## src/srb_defs.svh

```systemverilog
`ifndef SRB_DEFS_SVH
`define SRB_DEFS_SVH
`define SRB_ROWS_PER_BANK   2048
`define SRB_ROW_CNT_W       12
`define SRB_AP_BIT          10
`define SRB_BANK_BIT        11
`define SRB_ROW_CYCLE_NS    130
`define SRB_CLK_NS          20
`define SRB_ROW_CYCLE_CYC   ((`SRB_ROW_CYCLE_NS+`SRB_CLK_NS-1)/`SRB_CLK_NS)
`define SRB_SELF_REF_NS     15600
`define SRB_SELF_REF_CYC    (`SRB_SELF_REF_NS/`SRB_CLK_NS)
`define SRB_CCD_CYC         2
`endif

```

## src/srb_pkg.sv

```systemverilog
package srb_pkg;
   typedef enum logic [2:0] {
      SRB_NOP, SRB_ACT, SRB_RD, SRB_WR, SRB_PRE, SRB_REF, SRB_STOP, SRB_MRS
   } srb_cmd_t;
   typedef enum {SRB_IDLE, SRB_REFRESH, SRB_SELF, SRB_EXIT} srb_state_t;
endpackage : srb_pkg

```

## src/srb_burst_if.sv

```systemverilog
`timescale 1ns/1ns
interface srb_burst_if;
   logic       start;
   logic       autopre;
   logic       bank;
   logic       intr;
   logic       stop;
   logic       active;
   logic       done_pre;
   logic       done_bank;
   logic [1:0] lead;
   modport ctl (output start, autopre, bank, intr, stop,
                input active, done_pre, done_bank, lead);
   modport trk (input start, autopre, bank, intr, stop,
                output active, done_pre, done_bank, lead);
endinterface : srb_burst_if

```

## src/srb_burst.sv

```systemverilog
`timescale 1ns/1ns
`include "srb_defs.svh"
module srb_burst (
   // Clock and reset
   input  wire logic  ref_clk,
   input  wire logic  reset,
   // Burst length in beats and latency
   input  wire logic [3:0] burst_len,
   input  wire logic [1:0] read_lat,
   // Command side
   srb_burst_if.trk   bif
);
   logic [3:0] left_r;
   logic [3:0] age_r;
   logic       ap_r;
   logic       bank_r;
   logic       single_r;

   // Interruptions at odd ages are refused since columns pair up.
   wire ok_intr = bif.intr && !age_r[0] && !ap_r;
   wire take    = bif.start && (left_r == 4'h0 || ok_intr);

   always_ff @(posedge ref_clk) begin
      if (reset) begin
         left_r <= 4'h0;
         age_r  <= 4'h0;
         ap_r   <= 1'b0;
         bank_r <= 1'b0;
      end else if (take) begin
         left_r <= burst_len - 4'h1;
         age_r  <= 4'h1;
         ap_r   <= bif.autopre;
         bank_r <= bif.bank;
      end else if (bif.stop && left_r != 4'h0 && !ap_r && !age_r[0]) begin
         left_r <= 4'h0;
      end else if (left_r != 4'h0) begin
         left_r <= left_r - 4'h1;
         age_r  <= age_r + 4'h1;
      end
   end

   // A single-beat burst never counts down, so its close needs a flag.
   always_ff @(posedge ref_clk) begin
      if (reset) begin
         single_r <= 1'b0;
      end else begin
         single_r <= take && bif.autopre && burst_len == 4'h1;
      end
   end

   assign bif.active    = (left_r != 4'h0);
   assign bif.done_pre  = (ap_r && (left_r == 4'h1)) || single_r;
   assign bif.done_bank = bank_r;
   // Lead is a two's complement count against the last data cycle, so the
   // late single-beat case and the two-early case both fit in two bits.
   assign bif.lead = (burst_len == 4'h1) ? 2'h2 - read_lat :
                     2'h1 - read_lat;

   a_stop_ends: assert property (@(posedge ref_clk) disable iff (reset)
      (bif.stop && left_r != 4'h0 && !ap_r && !age_r[0] && !bif.start)
      |=> left_r == 4'h0)
      else $error("burst stop did not end burst");
   a_odd_refused: assert property (@(posedge ref_clk)
      disable iff (reset) (bif.start && left_r > 4'h1 && age_r[0])
      |=> left_r == $past(left_r) - 4'h1)
      else $error("odd cycle interruption accepted");
endmodule : srb_burst

```

## src/srb_top.sv

```systemverilog
`timescale 1ns/1ns
`include "srb_defs.svh"
module srb_top (
   // Clock and reset
   input  wire logic        ref_clk,
   input  wire logic        reset,
   // Command pins
   input  wire logic        cke,
   input  wire logic        cs_n,
   input  wire logic        ras_n,
   input  wire logic        cas_n,
   input  wire logic        write_enable_n,
   input  wire logic [11:0] addr,
   // Mode settings
   input  wire logic [3:0]  burst_len,
   input  wire logic [1:0]  read_lat,
   // Status
   output logic [1:0]       bank_open,
   output logic [11:0]      refresh_row,
   output logic             refresh_busy,
   output logic             self_refresh,
   output logic             burst_active,
   output logic [1:0]       precharge_lead
);
   logic [1:0]  pin_s1_r, pin_s2_r;
   logic [16:0] cmd_s1_r, cmd_s2_r;
   srb_pkg::srb_state_t state_r;
   logic [11:0] row_r;
   logic [13:0] tmr_r;
   logic [1:0]  open_r;
   srb_burst_if bif ();

   always_ff @(posedge ref_clk) begin
      pin_s1_r <= {cke, cs_n};
      pin_s2_r <= pin_s1_r;
      cmd_s1_r <= {ras_n, cas_n, write_enable_n, addr, 2'b00};
      cmd_s2_r <= cmd_s1_r;
   end

   wire       ck   = pin_s2_r[1];
   wire       sel  = !pin_s2_r[0];
   wire [2:0] rcw  = cmd_s2_r[16:14];
   wire [11:0] a   = cmd_s2_r[13:2];
   wire       run  = (state_r == srb_pkg::SRB_IDLE) && ck && sel;
   wire       is_act  = run && rcw == 3'b011;
   wire       is_rd   = run && rcw == 3'b101;
   wire       is_wr   = run && rcw == 3'b100;
   wire       is_pre  = run && rcw == 3'b010;
   wire       is_stop = run && rcw == 3'b110;
   wire       is_ref  = (state_r == srb_pkg::SRB_IDLE) && ck && sel
                        && rcw == 3'b001;

   assign bif.start   = is_rd || is_wr;
   assign bif.intr    = (is_rd || is_wr) && bif.active;
   assign bif.autopre = a[`SRB_AP_BIT];
   assign bif.bank    = a[`SRB_BANK_BIT];
   assign bif.stop    = is_stop;

   srb_burst u_burst (
      .ref_clk   (ref_clk),
      .reset     (reset),
      .burst_len (burst_len),
      .read_lat  (read_lat),
      .bif       (bif)
   );

   // Self refresh entry is taken from clock enable low with the
   // refresh code; the address is never looked at for refresh.
   wire self_entry = (state_r == srb_pkg::SRB_IDLE) && !ck && sel
                     && rcw == 3'b001;

   always_ff @(posedge ref_clk) begin
      if (reset) begin
         state_r <= srb_pkg::SRB_IDLE;
         tmr_r   <= 14'h0000;
         row_r   <= 12'h000;
      end else begin
         case (state_r)
            srb_pkg::SRB_IDLE: begin
               if (is_ref) begin
                  state_r <= srb_pkg::SRB_REFRESH;
                  tmr_r   <= 14'(`SRB_ROW_CYCLE_CYC - 1);
                  row_r   <= row_r + 12'h001;
               end else if (self_entry) begin
                  state_r <= srb_pkg::SRB_SELF;
                  tmr_r   <= 14'(`SRB_SELF_REF_CYC - 1);
               end
            end
            srb_pkg::SRB_REFRESH: begin
               if (tmr_r == 14'h0000) begin
                  state_r <= srb_pkg::SRB_IDLE;
               end else begin
                  tmr_r <= tmr_r - 14'h0001;
               end
            end
            srb_pkg::SRB_SELF: begin
               if (ck) begin
                  state_r <= srb_pkg::SRB_EXIT;
                  tmr_r   <= 14'(`SRB_ROW_CYCLE_CYC - 1);
               end else if (tmr_r == 14'h0000) begin
                  tmr_r <= 14'(`SRB_SELF_REF_CYC - 1);
                  row_r <= row_r + 12'h001;
               end else begin
                  tmr_r <= tmr_r - 14'h0001;
               end
            end
            default: begin
               if (tmr_r == 14'h0000) begin
                  state_r <= srb_pkg::SRB_IDLE;
               end else begin
                  tmr_r <= tmr_r - 14'h0001;
               end
            end
         endcase
      end
   end

   always_ff @(posedge ref_clk) begin
      if (reset) begin
         open_r <= 2'b00;
      end else if (is_ref || state_r == srb_pkg::SRB_REFRESH) begin
         open_r <= 2'b00;
      end else if (is_pre && a[`SRB_AP_BIT]) begin
         open_r <= 2'b00;
      end else begin
         // An automatic close of one bank must not be lost to a command
         // for the other bank in the same cycle; an activate comes last.
         if (bif.done_pre) begin
            open_r[bif.done_bank] <= 1'b0;
         end
         if (is_pre) begin
            open_r[a[`SRB_BANK_BIT]] <= 1'b0;
         end
         if (is_act) begin
            open_r[a[`SRB_BANK_BIT]] <= 1'b1;
         end
      end
   end

   always_ff @(posedge ref_clk) begin
      if (reset) begin
         bank_open      <= 2'b00;
         refresh_row    <= 12'h000;
         refresh_busy   <= 1'b0;
         self_refresh   <= 1'b0;
         burst_active   <= 1'b0;
         precharge_lead <= 2'b00;
      end else begin
         bank_open      <= open_r;
         refresh_row    <= row_r;
         refresh_busy   <= state_r != srb_pkg::SRB_IDLE;
         self_refresh   <= state_r == srb_pkg::SRB_SELF;
         burst_active   <= bif.active;
         precharge_lead <= bif.lead;
      end
   end

   a_ref_row_step: assert property (@(posedge ref_clk)
      disable iff (reset) is_ref |=> row_r == $past(row_r) + 12'h001)
      else $error("refresh row did not advance");
   a_ref_closes: assert property (@(posedge ref_clk) disable iff (reset)
      is_ref |=> ##[1:8] (state_r == srb_pkg::SRB_IDLE && open_r == 2'b00))
      else $error("refresh did not close banks");
   a_self_hold: assert property (@(posedge ref_clk) disable iff (reset)
      (state_r == srb_pkg::SRB_SELF && !ck) |=> state_r == srb_pkg::SRB_SELF)
      else $error("self refresh left without clock enable");
   a_pre_all: assert property (@(posedge ref_clk) disable iff (reset)
      (is_pre && a[`SRB_AP_BIT] && !is_ref) |=> open_r == 2'b00)
      else $error("precharge all left a bank open");
endmodule : srb_top

```

## config.mk

```make
export PLATFORM = sky130hd
export DESIGN_NAME = srb_top
export DESIGN_NICKNAME = d
export VERILOG_FILES = /design/src/srb_pkg.sv /design/src/srb_burst_if.sv /design/src/srb_burst.sv /design/src/srb_top.sv
export VERILOG_INCLUDE_DIRS = /design/src /design/src/src
export SDC_FILE = /design/constraint.sdc
export NUM_CORES = 1
export LEC_CHECK = 0
export BUFFER_PORTS_ARGS = -buffer_cell sky130_fd_sc_hd__buf_4
export CAP_MARGIN = 5
export CORE_MARGIN = 2
export CORE_UTILIZATION = 60
export CTS_CLUSTER_DIAMETER = 30
export DETAILED_ROUTE_END_ITERATION = 16
export GPL_TIMING_DRIVEN = 1
export PLACE_DENSITY = 0.93
export SYNTH_ARGS = -nofsm -noshare
export SYNTH_HDL_FRONTEND = slang
export SYNTH_SLANG_ARGS = --single-unit
```

## constraint.sdc

```tcl
create_clock -name ref_clk -period 5.5 [get_ports ref_clk]
set_clock_uncertainty 0.05 [all_clocks]
set_input_delay 0.825 -clock ref_clk [delete_from_list [all_inputs] [get_ports ref_clk]]
set_output_delay 0.825 -clock ref_clk [all_outputs]
set_load 0.05 [all_outputs]
```

Word-level counts from Yosys, hierarchy flattened
Index checks and enable logic that the tools add are counted.
{"block": "word_totals", "regBits": 124, "latch_bits": 0, "ramBits": 0, "rom_bits": 0, "in_bits": 25, "out_inout_bits": 19, "elab_cells": 139, "mem_count": 0}
{"block": "classes", "addsub": 7, "mul": 0, "div": 0, "n_lt_le_gt_ge": 4, "n_eq_ne": 18, "shifts": 0, "mux": 35, "bitwise_logic": 6, "reduce_logical": 49}
{"op": "32-bit two-way mux", "n": 4}
{"op": "14-bit two-way mux", "n": 5}
{"op": "32-bit by 2-bit == test with 1-bit output, second input constant", "n": 2}
{"op": "32-bit zero test", "n": 2}
{"op": "32-bit one-hot mux with 2 select lines", "n": 1}
{"op": "12-bit two-way mux", "n": 3}
{"op": "32-bit by 3-bit == test with 1-bit output, second input constant", "n": 1}
{"op": "32-bit nonzero test", "n": 1}
{"op": "14-bit one-hot mux with 2 select lines", "n": 1}
{"op": "1-bit logical AND", "n": 24}
{"op": "12-bit one-hot mux with 2 select lines", "n": 1}
{"op": "2-bit two-way mux", "n": 10}
{"op": "14-bit zero test", "n": 1}
{"op": "14-bit by 1-bit subtractor with 14-bit output, second input constant", "n": 1}
{"op": "12-bit by 1-bit adder with 12-bit output, second input constant", "n": 1}
{"op": "4-bit two-way mux", "n": 3}
{"op": "3-bit == test, second input constant", "n": 3}
{"op": "4-bit by 1-bit == test with 1-bit output, second input constant", "n": 2}
{"op": "2-bit inequality test, second input constant", "n": 4}
{"op": "4-bit by 1-bit subtractor with 4-bit output, second input constant", "n": 2}
{"op": "3-bit by 2-bit == test with 1-bit output, second input constant", "n": 2}
{"op": "2-bit AND reduction", "n": 3}
{"op": "3-bit nonzero test", "n": 2}
{"op": "1-bit two-way mux", "n": 5}
{"op": "other kinds (23)", "n": 35}

Longest topological paths before layout
Gate-level depths: netlist of the first run.
{"block": "depth", "word_depth": 17, "ltp_mapped": 8, "ltp_nobuf": 7}

By module
Synthesis of the first run repeated with hierarchy kept, for this count alone.
{"block": "hier_totals", "hier_cells": 323, "area_unflattened_um2": 3054.2}
{"module": "srb_top", "instances": 1, "cells_per_inst": 260, "area_per_inst_um2": 2506.2, "seq_area_each_um2": 1261.2}
{"module": "srb_burst", "instances": 1, "cells_per_inst": 63, "area_per_inst_um2": 548.0, "seq_area_each_um2": 160.2}

Worst setup path after synthesis of the first run
OpenSTA, ideal clock, no wires.
{"block": "synth_path", "path_type": "register to register", "startpoint": "register tmr_r[0]", "endpoint": "register tmr_r[6]", "setup_time_ns": 0.132, "arrival_time_ns": 2.183, "t_required_ns": 5.318, "setup_slack_ns": 3.135, "path_stages_with_launch": 9, "n_path_buf": 1, "synth_period_minus_slack_ns": 2.365, "path_cell_list": "dfxtp_1 -> inv_1 -> ha_1 -> or3b_2 -> or4_1 -> buf_2 -> a21o_1 -> a221oi_2 -> nor3_1"}
{"block": "synth_between", "elab_chain_len": 4, "elab_cells_between_ends": 8, "cone_classes": "add/sub (1); eq/ne (1); mux (4); reduce/logical (2)"}
{"item": "from (decl)", "line": "srb_top.sv:29", "source": "logic [13:0] tmr_r;"}
{"item": "from (signal assigned)", "line": "srb_top.sv:82", "source": "tmr_r <= 14'(`SRB_ROW_CYCLE_CYC - 1);"}
{"item": "from (signal assigned)", "line": "srb_top.sv:86", "source": "tmr_r <= 14'(`SRB_SELF_REF_CYC - 1);"}
{"item": "from (signal assigned)", "line": "srb_top.sv:93", "source": "tmr_r <= tmr_r - 14'h0001;"}
{"item": "14-bit by 1-bit subtractor with 14-bit output or 14-bit zero test (tied branches)"}
{"item": "14-bit two-way mux", "line": "srb_top.sv:100", "source": "end else if (tmr_r == 14'h0000) begin"}
{"item": "14-bit two-way mux", "line": "srb_top.sv:97", "source": "if (ck) begin"}
{"item": "14-bit one-hot mux with 2 select lines", "line": "srb_top.sv:78", "source": "case (state_r)"}
Parallel ways exist; a longest one is shown, timed or not. The select of a mux whose other input is x is not followed.
A chain may end at the register's enable or synchronous reset.

Worst setup path after layout of the first run
Same ends and word-level chain as after synthesis.

==> results.sh, run 1 <==
export IMPL_outcome="finished clean"
export IMPL_drive_gt1_frac=0.177
export IMPL_synth_ff_type="dfxtp_1"
export IMPL_grt_max_degree=51
export IMPL_pre_cts_ws_ns=2.93
export IMPL_yosysWarnings=0
export IMPL_chipWidth_um=74.8
export IMPL_rows=25
export IMPL_clk_transition_reported_paths_ns=0.07
export IMPL_cp_arrival_ns=2.80
export IMPL_clock_latency_ns=0.34
export IMPL_diodes=0
export IMPL_synth_top_area_cell="dfxtp_1"
export IMPL_viasPerCell=5.80
export IMPL_finalSetupTns_ns=0
export IMPL_async_reset_ff_frac=0
export IMPL_stdcell_count=429
export IMPL_hold_path_end="pin_s2_r[1]$_DFF_P_"
export IMPL_critPathRequiredTime_ns=5.67
export IMPL_p_comb_frac=0.221
export IMPL_routabilityCongestion=0.934
export IMPL_relSlewSlack=0.438
export IMPL_timing_final_ws_setup_ns=2.87
export IMPL_slew_violations=0
export IMPL_setup_violations=0
export IMPL_holdPathStages=0
export IMPL_netlist_instances=326
export IMPL_r2r_end="tmr_r[6]$_SDFFE_PP0P_"
export IMPL_synth_edff_count=0
export IMPL_routedWlPerCell_um=14.5
export IMPL_ir_drop_v=0.000335
export IMPL_cts_resized=0
export IMPL_die_h_um=74.8
export IMPL_grt_pass1_vias=2408
export IMPL_synth_area_leaders="dfxtp_1 47%, nor2_1 4.5%, nor2b_1 3.1%"
export IMPL_vias=2487
export IMPL_grt_pass1_wl_um=10500
export IMPL_path_class="reg -> reg"
export IMPL_crit_path_start_kind="flop"
export IMPL_fin_crit_sh=0.478
export IMPL_antenna_found_initial=0
export IMPL_grt_overflow_total=0
export IMPL_rr_startpoint="tmr_r[0]$_SDFFE_PP0P_"
export IMPL_portBuffers=33
export IMPL_switching_share=0.305
export IMPL_die_area_mm2=0.00560
export IMPL_cts_tree="built"
export IMPL_numCtsBuffers=9
export IMPL_rsz0062_at_grt="false"
export IMPL_worst_pin_slew_ns=0.831
export IMPL_max_cap_viol_count=0
export IMPL_synth_cell_types=49
export IMPL_avgSynthCellArea_um2=9.24
export IMPL_power_frac_clock=0.324
export IMPL_grt_util_all_layers=0.251
export IMPL_postCtsSetupRepairBufs=0
export IMPL_cp_max_fo=7
export IMPL_initial_utilization=0.629
export IMPL_p_switching_mw=0.390
export IMPL_place_area_mm2=0.00329
export IMPL_yosysSeqAreaShare=0.472
export IMPL_hpwlAfterDp_um=4310
export IMPL_drc=0
export IMPL_internal_power_mw=0.889
export IMPL_ff2ff_setup_slack_ns=2.87
export IMPL_num_io_pins=44
export IMPL_ys_ff_latch=71
export IMPL_fmax_mhz=380
export IMPL_rr_worst_depth=7
export IMPL_syn_nets=358
export IMPL_min_period_ns=2.63
export IMPL_htree_levels=3
export IMPL_dp_cells=413
export IMPL_nNetsFinal=389
export IMPL_min_path_type="reg -> reg"
export IMPL_utilization=0.729
export IMPL_wirelength_um=6240
export IMPL_cts_max_path_buffers=2
export IMPL_hold_viol=0
export IMPL_drt_antenna_violating_nets=0
export IMPL_synth_area_mm2=0.00301
export IMPL_total_power_mw=1.28
export IMPL_area_growth_syn_to_layout_pct=15.9
export IMPL_powerDensity_mw_per_mm2=367
export IMPL_post_route_cell_area_mm2=0.00349
export IMPL_root_buffer="clkbuf_8"
export IMPL_cts_hold_fix_buffers=0
export IMPL_netlist_area_leader_share=0.472
export IMPL_worstHoldStart="pin_s1_r[1]$_DFF_P_"
export IMPL_firstDrtPassIters=4
export IMPL_core_mm2=0.00479
export IMPL_drt_iter0_markers=235
export IMPL_power_leakage_nw=1.43
export IMPL_endpoint_kind="flop"
export IMPL_whs_ns=0.277
export IMPL_seq_power_share=0.455
export IMPL_clock_sinks=71
sequential cells by signal (all words and copies together) (netlist names), 2 cells and up:
register and flops:
open_r 2, row_r 12, u_burst.left_r 4, pin_s1_r 2
precharge_lead 2, bank_open 2, state_r 2, tmr_r 14
refresh_row 12, cmd_s1_r 5, pin_s2_r 2, cmd_s2_r 5
cells in the mapped netlist (all sizes together), types with 9 or more instances:
cell,n
nor3,12
inv,12
nor2,36
dfxtp,71
nand2,19
clkbuf,10
o21ai,13
xnor2,9
or4,11
a21oi,15
nor2b,15
cells by family (layout without fill, tap and decap cells):
logic type | after synthesis | in the layout | synth area share
and+or+nand+nor | 150 | 150 | 0.283
DFF | 71 | 71 | 0.472
AOI/OAI and AO/OA | 54 | 54 | 0.125
buffers and inverters | 25 | 61 | 0.0320
xor gates and xnor gates | 13 | 13 | 0.0378
adders and majority gates | 7 | 7 | 0.0291
muxes | 6 | 6 | 0.0212
cell usage in the layout (no fill, tap or decap), types with 3 or more instances in the layout:
master / count
clkbuf_8: 10
nand2_1: 19
xnor2_1: 9
nor4_1: 4
nor4b_1: 6
nand4_1: 3
dfxtp_1: 71
inv_1: 12
a31oi_1: 5
xor2_1: 4
mux2_2: 3
and3_1: 6
nor3b_1: 7
nor2b_1: 15
ha_1: 7
and4_1: 3
buf_4: 33
nand2b_1: 4
or3_1: 6
a211oi_1: 3
mux2i_1: 3
nor2_1: 36
or4_1: 10
nand3_1: 7
o21ai_0: 13
nor3_1: 12
a21oi_1: 15
or3b_2: 4
how the worst max path moves through the flow:
stage                          start                     to  slack, ns  cells past startpoint
2_1_floorplan  tmr_r[0]$_SDFFE_PP0P_  tmr_r[6]$_SDFFE_PP0P_       3.14                      8
3_3_place_gp   tmr_r[0]$_SDFFE_PP0P_  tmr_r[6]$_SDFFE_PP0P_       2.94                      7
3_5_place_dp   tmr_r[0]$_SDFFE_PP0P_  tmr_r[6]$_SDFFE_PP0P_       2.93                      7
4_1_cts        tmr_r[0]$_SDFFE_PP0P_  tmr_r[6]$_SDFFE_PP0P_       2.91                      7
5_1_grt        tmr_r[1]$_SDFFE_PP0P_  tmr_r[6]$_SDFFE_PP0P_       2.75                      7
6_report       tmr_r[0]$_SDFFE_PP0P_  tmr_r[6]$_SDFFE_PP0P_       2.87                      7
layout make-up:
cell class                 instances  area, µm²
fill                             350       1290
tap                               67       83.8
timing repair buffer              33        248
clock buffer                      11        141
multi-input combinational        230       1490
clock inverter                     5       57.6
inverter                          12       45.0
sequential                        71       1420
worst max-delay path, cell delays in order (launching register included):
cell and delay [ns]:
dfxtp_1 0.34, inv_1 0.12, ha_1 0.18, or3b_2 0.49, or4_1 0.69, a21o_1 0.31, a221oi_2 0.25, nor3_1 0.07
routing by layer:
layer | global-route usage | share of wire
met5 | 0 | 0
met4 | 0.121 | 0.024
met3 | 0.0924 | 0.057
met2 | 0.390 | 0.48
met1 | 0.309 | 0.44
power groups by stage:
stage / Sequential [mW] / Clock [mW] / Combinational (mW)
global placement: 0.590 / 0 / 0.266
CTS: 0.581 / 0.421 / 0.279
floorplan: 0.599 / 0 / 0.203
global route: 0.587 / 0.443 / 0.310
finish: 0.582 / 0.415 / 0.283
detailed placement: 0.592 / 0 / 0.274
Power figures use the tool's default switching activity.
==> run 2: changes to the inputs <==
--- a/config.mk
+++ b/config.mk
@@ -6,14 +6,15 @@
 export SDC_FILE = /design/constraint.sdc
 export NUM_CORES = 1
 export LEC_CHECK = 0
+export ABC_AREA = 1
 export BUFFER_PORTS_ARGS = -buffer_cell sky130_fd_sc_hd__buf_4
 export CAP_MARGIN = 5
 export CORE_MARGIN = 2
-export CORE_UTILIZATION = 60
+export CORE_UTILIZATION = 56
 export CTS_CLUSTER_DIAMETER = 30
 export DETAILED_ROUTE_END_ITERATION = 16
 export GPL_TIMING_DRIVEN = 1
-export PLACE_DENSITY = 0.93
+export PLACE_DENSITY = 0.88
 export SYNTH_ARGS = -nofsm -noshare
 export SYNTH_HDL_FRONTEND = slang
 export SYNTH_SLANG_ARGS = --single-unit
==> constraint.sdc (replaced) <==
create_clock -name ref_clk -period 2.6 [get_ports ref_clk]
set_clock_uncertainty 0.05 [all_clocks]
set_input_delay 0.39 -clock ref_clk [delete_from_list [all_inputs] [get_ports ref_clk]]
set_output_delay 0.39 -clock ref_clk [all_outputs]
set_load 0.05 [all_outputs]
==> results.sh, run 2 <==
export IMPL_holdPathStages=1
export IMPL_cp_arrival_ns=1.98
export IMPL_critPathRequiredTime_ns=2.84
export IMPL_netlist_instances=405
export IMPL_viasPerCell=5.16
export IMPL_fin_crit_sh=0.672
export IMPL_area_growth_syn_to_layout_pct=16.0
export IMPL_finalSetupTns_ns=0
export IMPL_power_frac_clock=0.230
export IMPL_power_leakage_nw=1.58
export IMPL_root_buffer="clkbuf_8"
export IMPL_rr_startpoint="tmr_r[0]$_SDFFE_PP0P_"
export IMPL_largest_reg_flops=14
export IMPL_synth_xor_area_share=0.0339
export IMPL_final_common_cell="dfxtp_1"
export IMPL_dp_cells=504
export IMPL_firstDrtPassIters=5
export IMPL_nNetsFinal=475
export IMPL_outcome="finished clean"
export IMPL_top_regs="tmr_r (14), refresh_row (12), row_r (12)"
export IMPL_muxShareOfSynthArea=0
export IMPL_p_comb_frac=0.396
export IMPL_slew_violations=0
export IMPL_ys_ff_latch=71
export IMPL_final_cell_mix="71 x dfxtp_1, 69 x nand2_1, 60 x nor2_1"
export IMPL_synth_area_mm2=0.00310
export IMPL_max_cap_viol_count=0
export IMPL_synth_ff_type="dfxtp_1"
export IMPL_utilization=0.661
export IMPL_drt_iter0_markers=143
export IMPL_post_route_cell_area_mm2=0.00359
export IMPL_nFillCells=431
export IMPL_synth_top_area_cell="dfxtp_1"
export IMPL_p_switching_mw=1.60
export IMPL_initial_utilization=0.569
export IMPL_hold_viol=0
export IMPL_clk_transition_reported_paths_ns=0.08
export IMPL_synth_top_cells_by_count="71 x dfxtp_1, 69 x nand2_1, 60 x nor2_1, 53 x inv_1, 22 x a21oi_1"
export IMPL_grt_max_degree=31
export IMPL_core_mm2=0.00544
export IMPL_cts_resized=0
export IMPL_cp_max_fo=14
export IMPL_seq_power_share=0.374
export IMPL_switching_share=0.414
export IMPL_numCtsBuffers=9
export IMPL_grt_pass1_wl_um=10300
export IMPL_path_class="reg -> reg"
export IMPL_whs_ns=0.0748
export IMPL_endpoint_kind="flop"
export IMPL_synth_edff_count=0
export IMPL_synth_fa_ha_area_frac=0.0283
export IMPL_yosysSeqAreaShare=0.459
export IMPL_synth_top_family_by_area="simple AND/OR/NAND/NOR gates"
export IMPL_htree_levels=3
export IMPL_synth_area_leaders="dfxtp_1 46%, nand2_1 8.4%, nor2_1 7.3%"
export IMPL_synth_cell_types=31
export IMPL_postCtsSetupRepairBufs=0
export IMPL_crit_path_start_kind="flop"
export IMPL_cts_tree="built"
export IMPL_rsz0062_at_grt="false"
export IMPL_top_register="tmr_r"
export IMPL_grt_overflow_total=0
export IMPL_num_io_pins=44
export IMPL_portBuffers=33
export IMPL_place_area_mm2=0.00340
export IMPL_drt_antenna_violating_nets=0
export IMPL_rows=27
export IMPL_r2r_end="row_r[10]$_SDFFE_PP0P_"
export IMPL_hpwlAfterDp_um=4420
export IMPL_drc=0
export IMPL_yosysWarnings=0
export IMPL_diodes=0
export IMPL_ir_drop_v=0.000684
export IMPL_clock_latency_ns=0.36
export IMPL_chipWidth_um=78.4
export IMPL_antenna_found_initial=0
export IMPL_min_period_ns=1.75
export IMPL_rr_worst_depth=10
export IMPL_avgSynthCellArea_um2=7.65
export IMPL_internal_power_mw=2.26
export IMPL_die_area_mm2=0.00614
export IMPL_async_reset_ff_frac=0
export IMPL_relSlewSlack=0.633
export IMPL_hold_path_end="cmd_s1_r[15]$_DFF_P_"
export IMPL_timing_final_ws_setup_ns=0.852
export IMPL_fmax_mhz=572
export IMPL_netlist_area_leader_share=0.459
export IMPL_vias=2683
export IMPL_setup_violations=0
export IMPL_pre_cts_ws_ns=0.856
export IMPL_ff2ff_setup_slack_ns=0.85
export IMPL_clock_sinks=71
export IMPL_worst_pin_slew_ns=0.550
export IMPL_stdcell_count=520
export IMPL_cts_max_path_buffers=2
export IMPL_synthSimpleGateAreaFrac=0.286
export IMPL_routedWlPerCell_um=11.7
export IMPL_grt_util_all_layers=0.215
export IMPL_powerDensity_mw_per_mm2=1070
export IMPL_total_power_mw=3.85
export IMPL_worstHoldStart="cas_n"
export IMPL_syn_nets=437
export IMPL_wirelength_um=6080
export IMPL_cts_hold_fix_buffers=0
export IMPL_grt_pass1_vias=2553
export IMPL_synth_most_common_cell="dfxtp_1"
export IMPL_synth_compound_area_frac=0.109
export IMPL_drive_gt1_frac=0.167
export IMPL_routabilityCongestion=0.903
export IMPL_min_path_type="in -> reg"
export IMPL_die_h_um=78.4
run 2: cell families (layout without fill, tap and decap cells):
group | after synthesis | after routing
flops | 71 | 71
compound gates | 61 | 61
buf+inv | 65 | 108
fa+ha+maj | 7 | 7
xor+xnor | 12 | 12
simple gates | 189 | 189
run 2: cell type report:
| type | instances | area, µm² | share of cell area |
|---|---|---|---|
| Sequential cell | 71 | 1420 | 0.396 |
| Multi-Input combinational cell | 269 | 1420 | 0.394 |
| Timing Repair Buffer | 33 | 248 | 0.0689 |
| Inverter | 59 | 223 | 0.0620 |
| Clock buffer | 10 | 128 | 0.0355 |
| Tap cell | 72 | 90.1 | 0.0251 |
| Clock inverter | 6 | 68.8 | 0.0192 |
run 2: power groups by stage:
stage	logic, mW	registers (mW)	clock network, mW
floorplan	1.17	1.51	0
global placement	1.46	1.45	0
finish	1.53	1.44	0.885
global route	1.73	1.46	0.938
detailed placement	1.51	1.46	0
CTS	1.52	1.44	0.895
run 2: worst max path at each step:
stage	endpoint	slack [ns]	startpoint	depth (start not counted)
after global placement	row_r[3]$_SDFFE_PP0P_	0.93	tmr_r[0]$_SDFFE_PP0P_	11
after CTS	row_r[10]$_SDFFE_PP0P_	0.85	tmr_r[0]$_SDFFE_PP0P_	10
final	row_r[10]$_SDFFE_PP0P_	0.85	tmr_r[0]$_SDFFE_PP0P_	10
after global routing	row_r[10]$_SDFFE_PP0P_	0.65	tmr_r[0]$_SDFFE_PP0P_	10
after detailed placement	row_r[10]$_SDFFE_PP0P_	0.86	tmr_r[0]$_SDFFE_PP0P_	10
after floorplan	tmr_r[8]$_SDFFE_PP0P_	1.10	tmr_r[0]$_SDFFE_PP0P_	10
run 2: per-layer routing:
metal	routed length, µm	GRT usage	up-vias
li1	-	-	1371
met1	2540	0.229	1235
met2	3110	0.387	67
met3	293	0.0644	10
met4	135	0.0982	0
met5	0	0	-
run 2: worst max-delay path: stages, from the launching register on:
cell and delay, ns:
dfxtp_1 0.31, inv_1 0.13, ha_1 0.19, nand3_1 0.09, nor2_1 0.11, nand2_2 0.11
nand2_1 0.14, nand2_4 0.14, clkinv_2 0.14, o21ai_0 0.10, a21oi_1 0.17
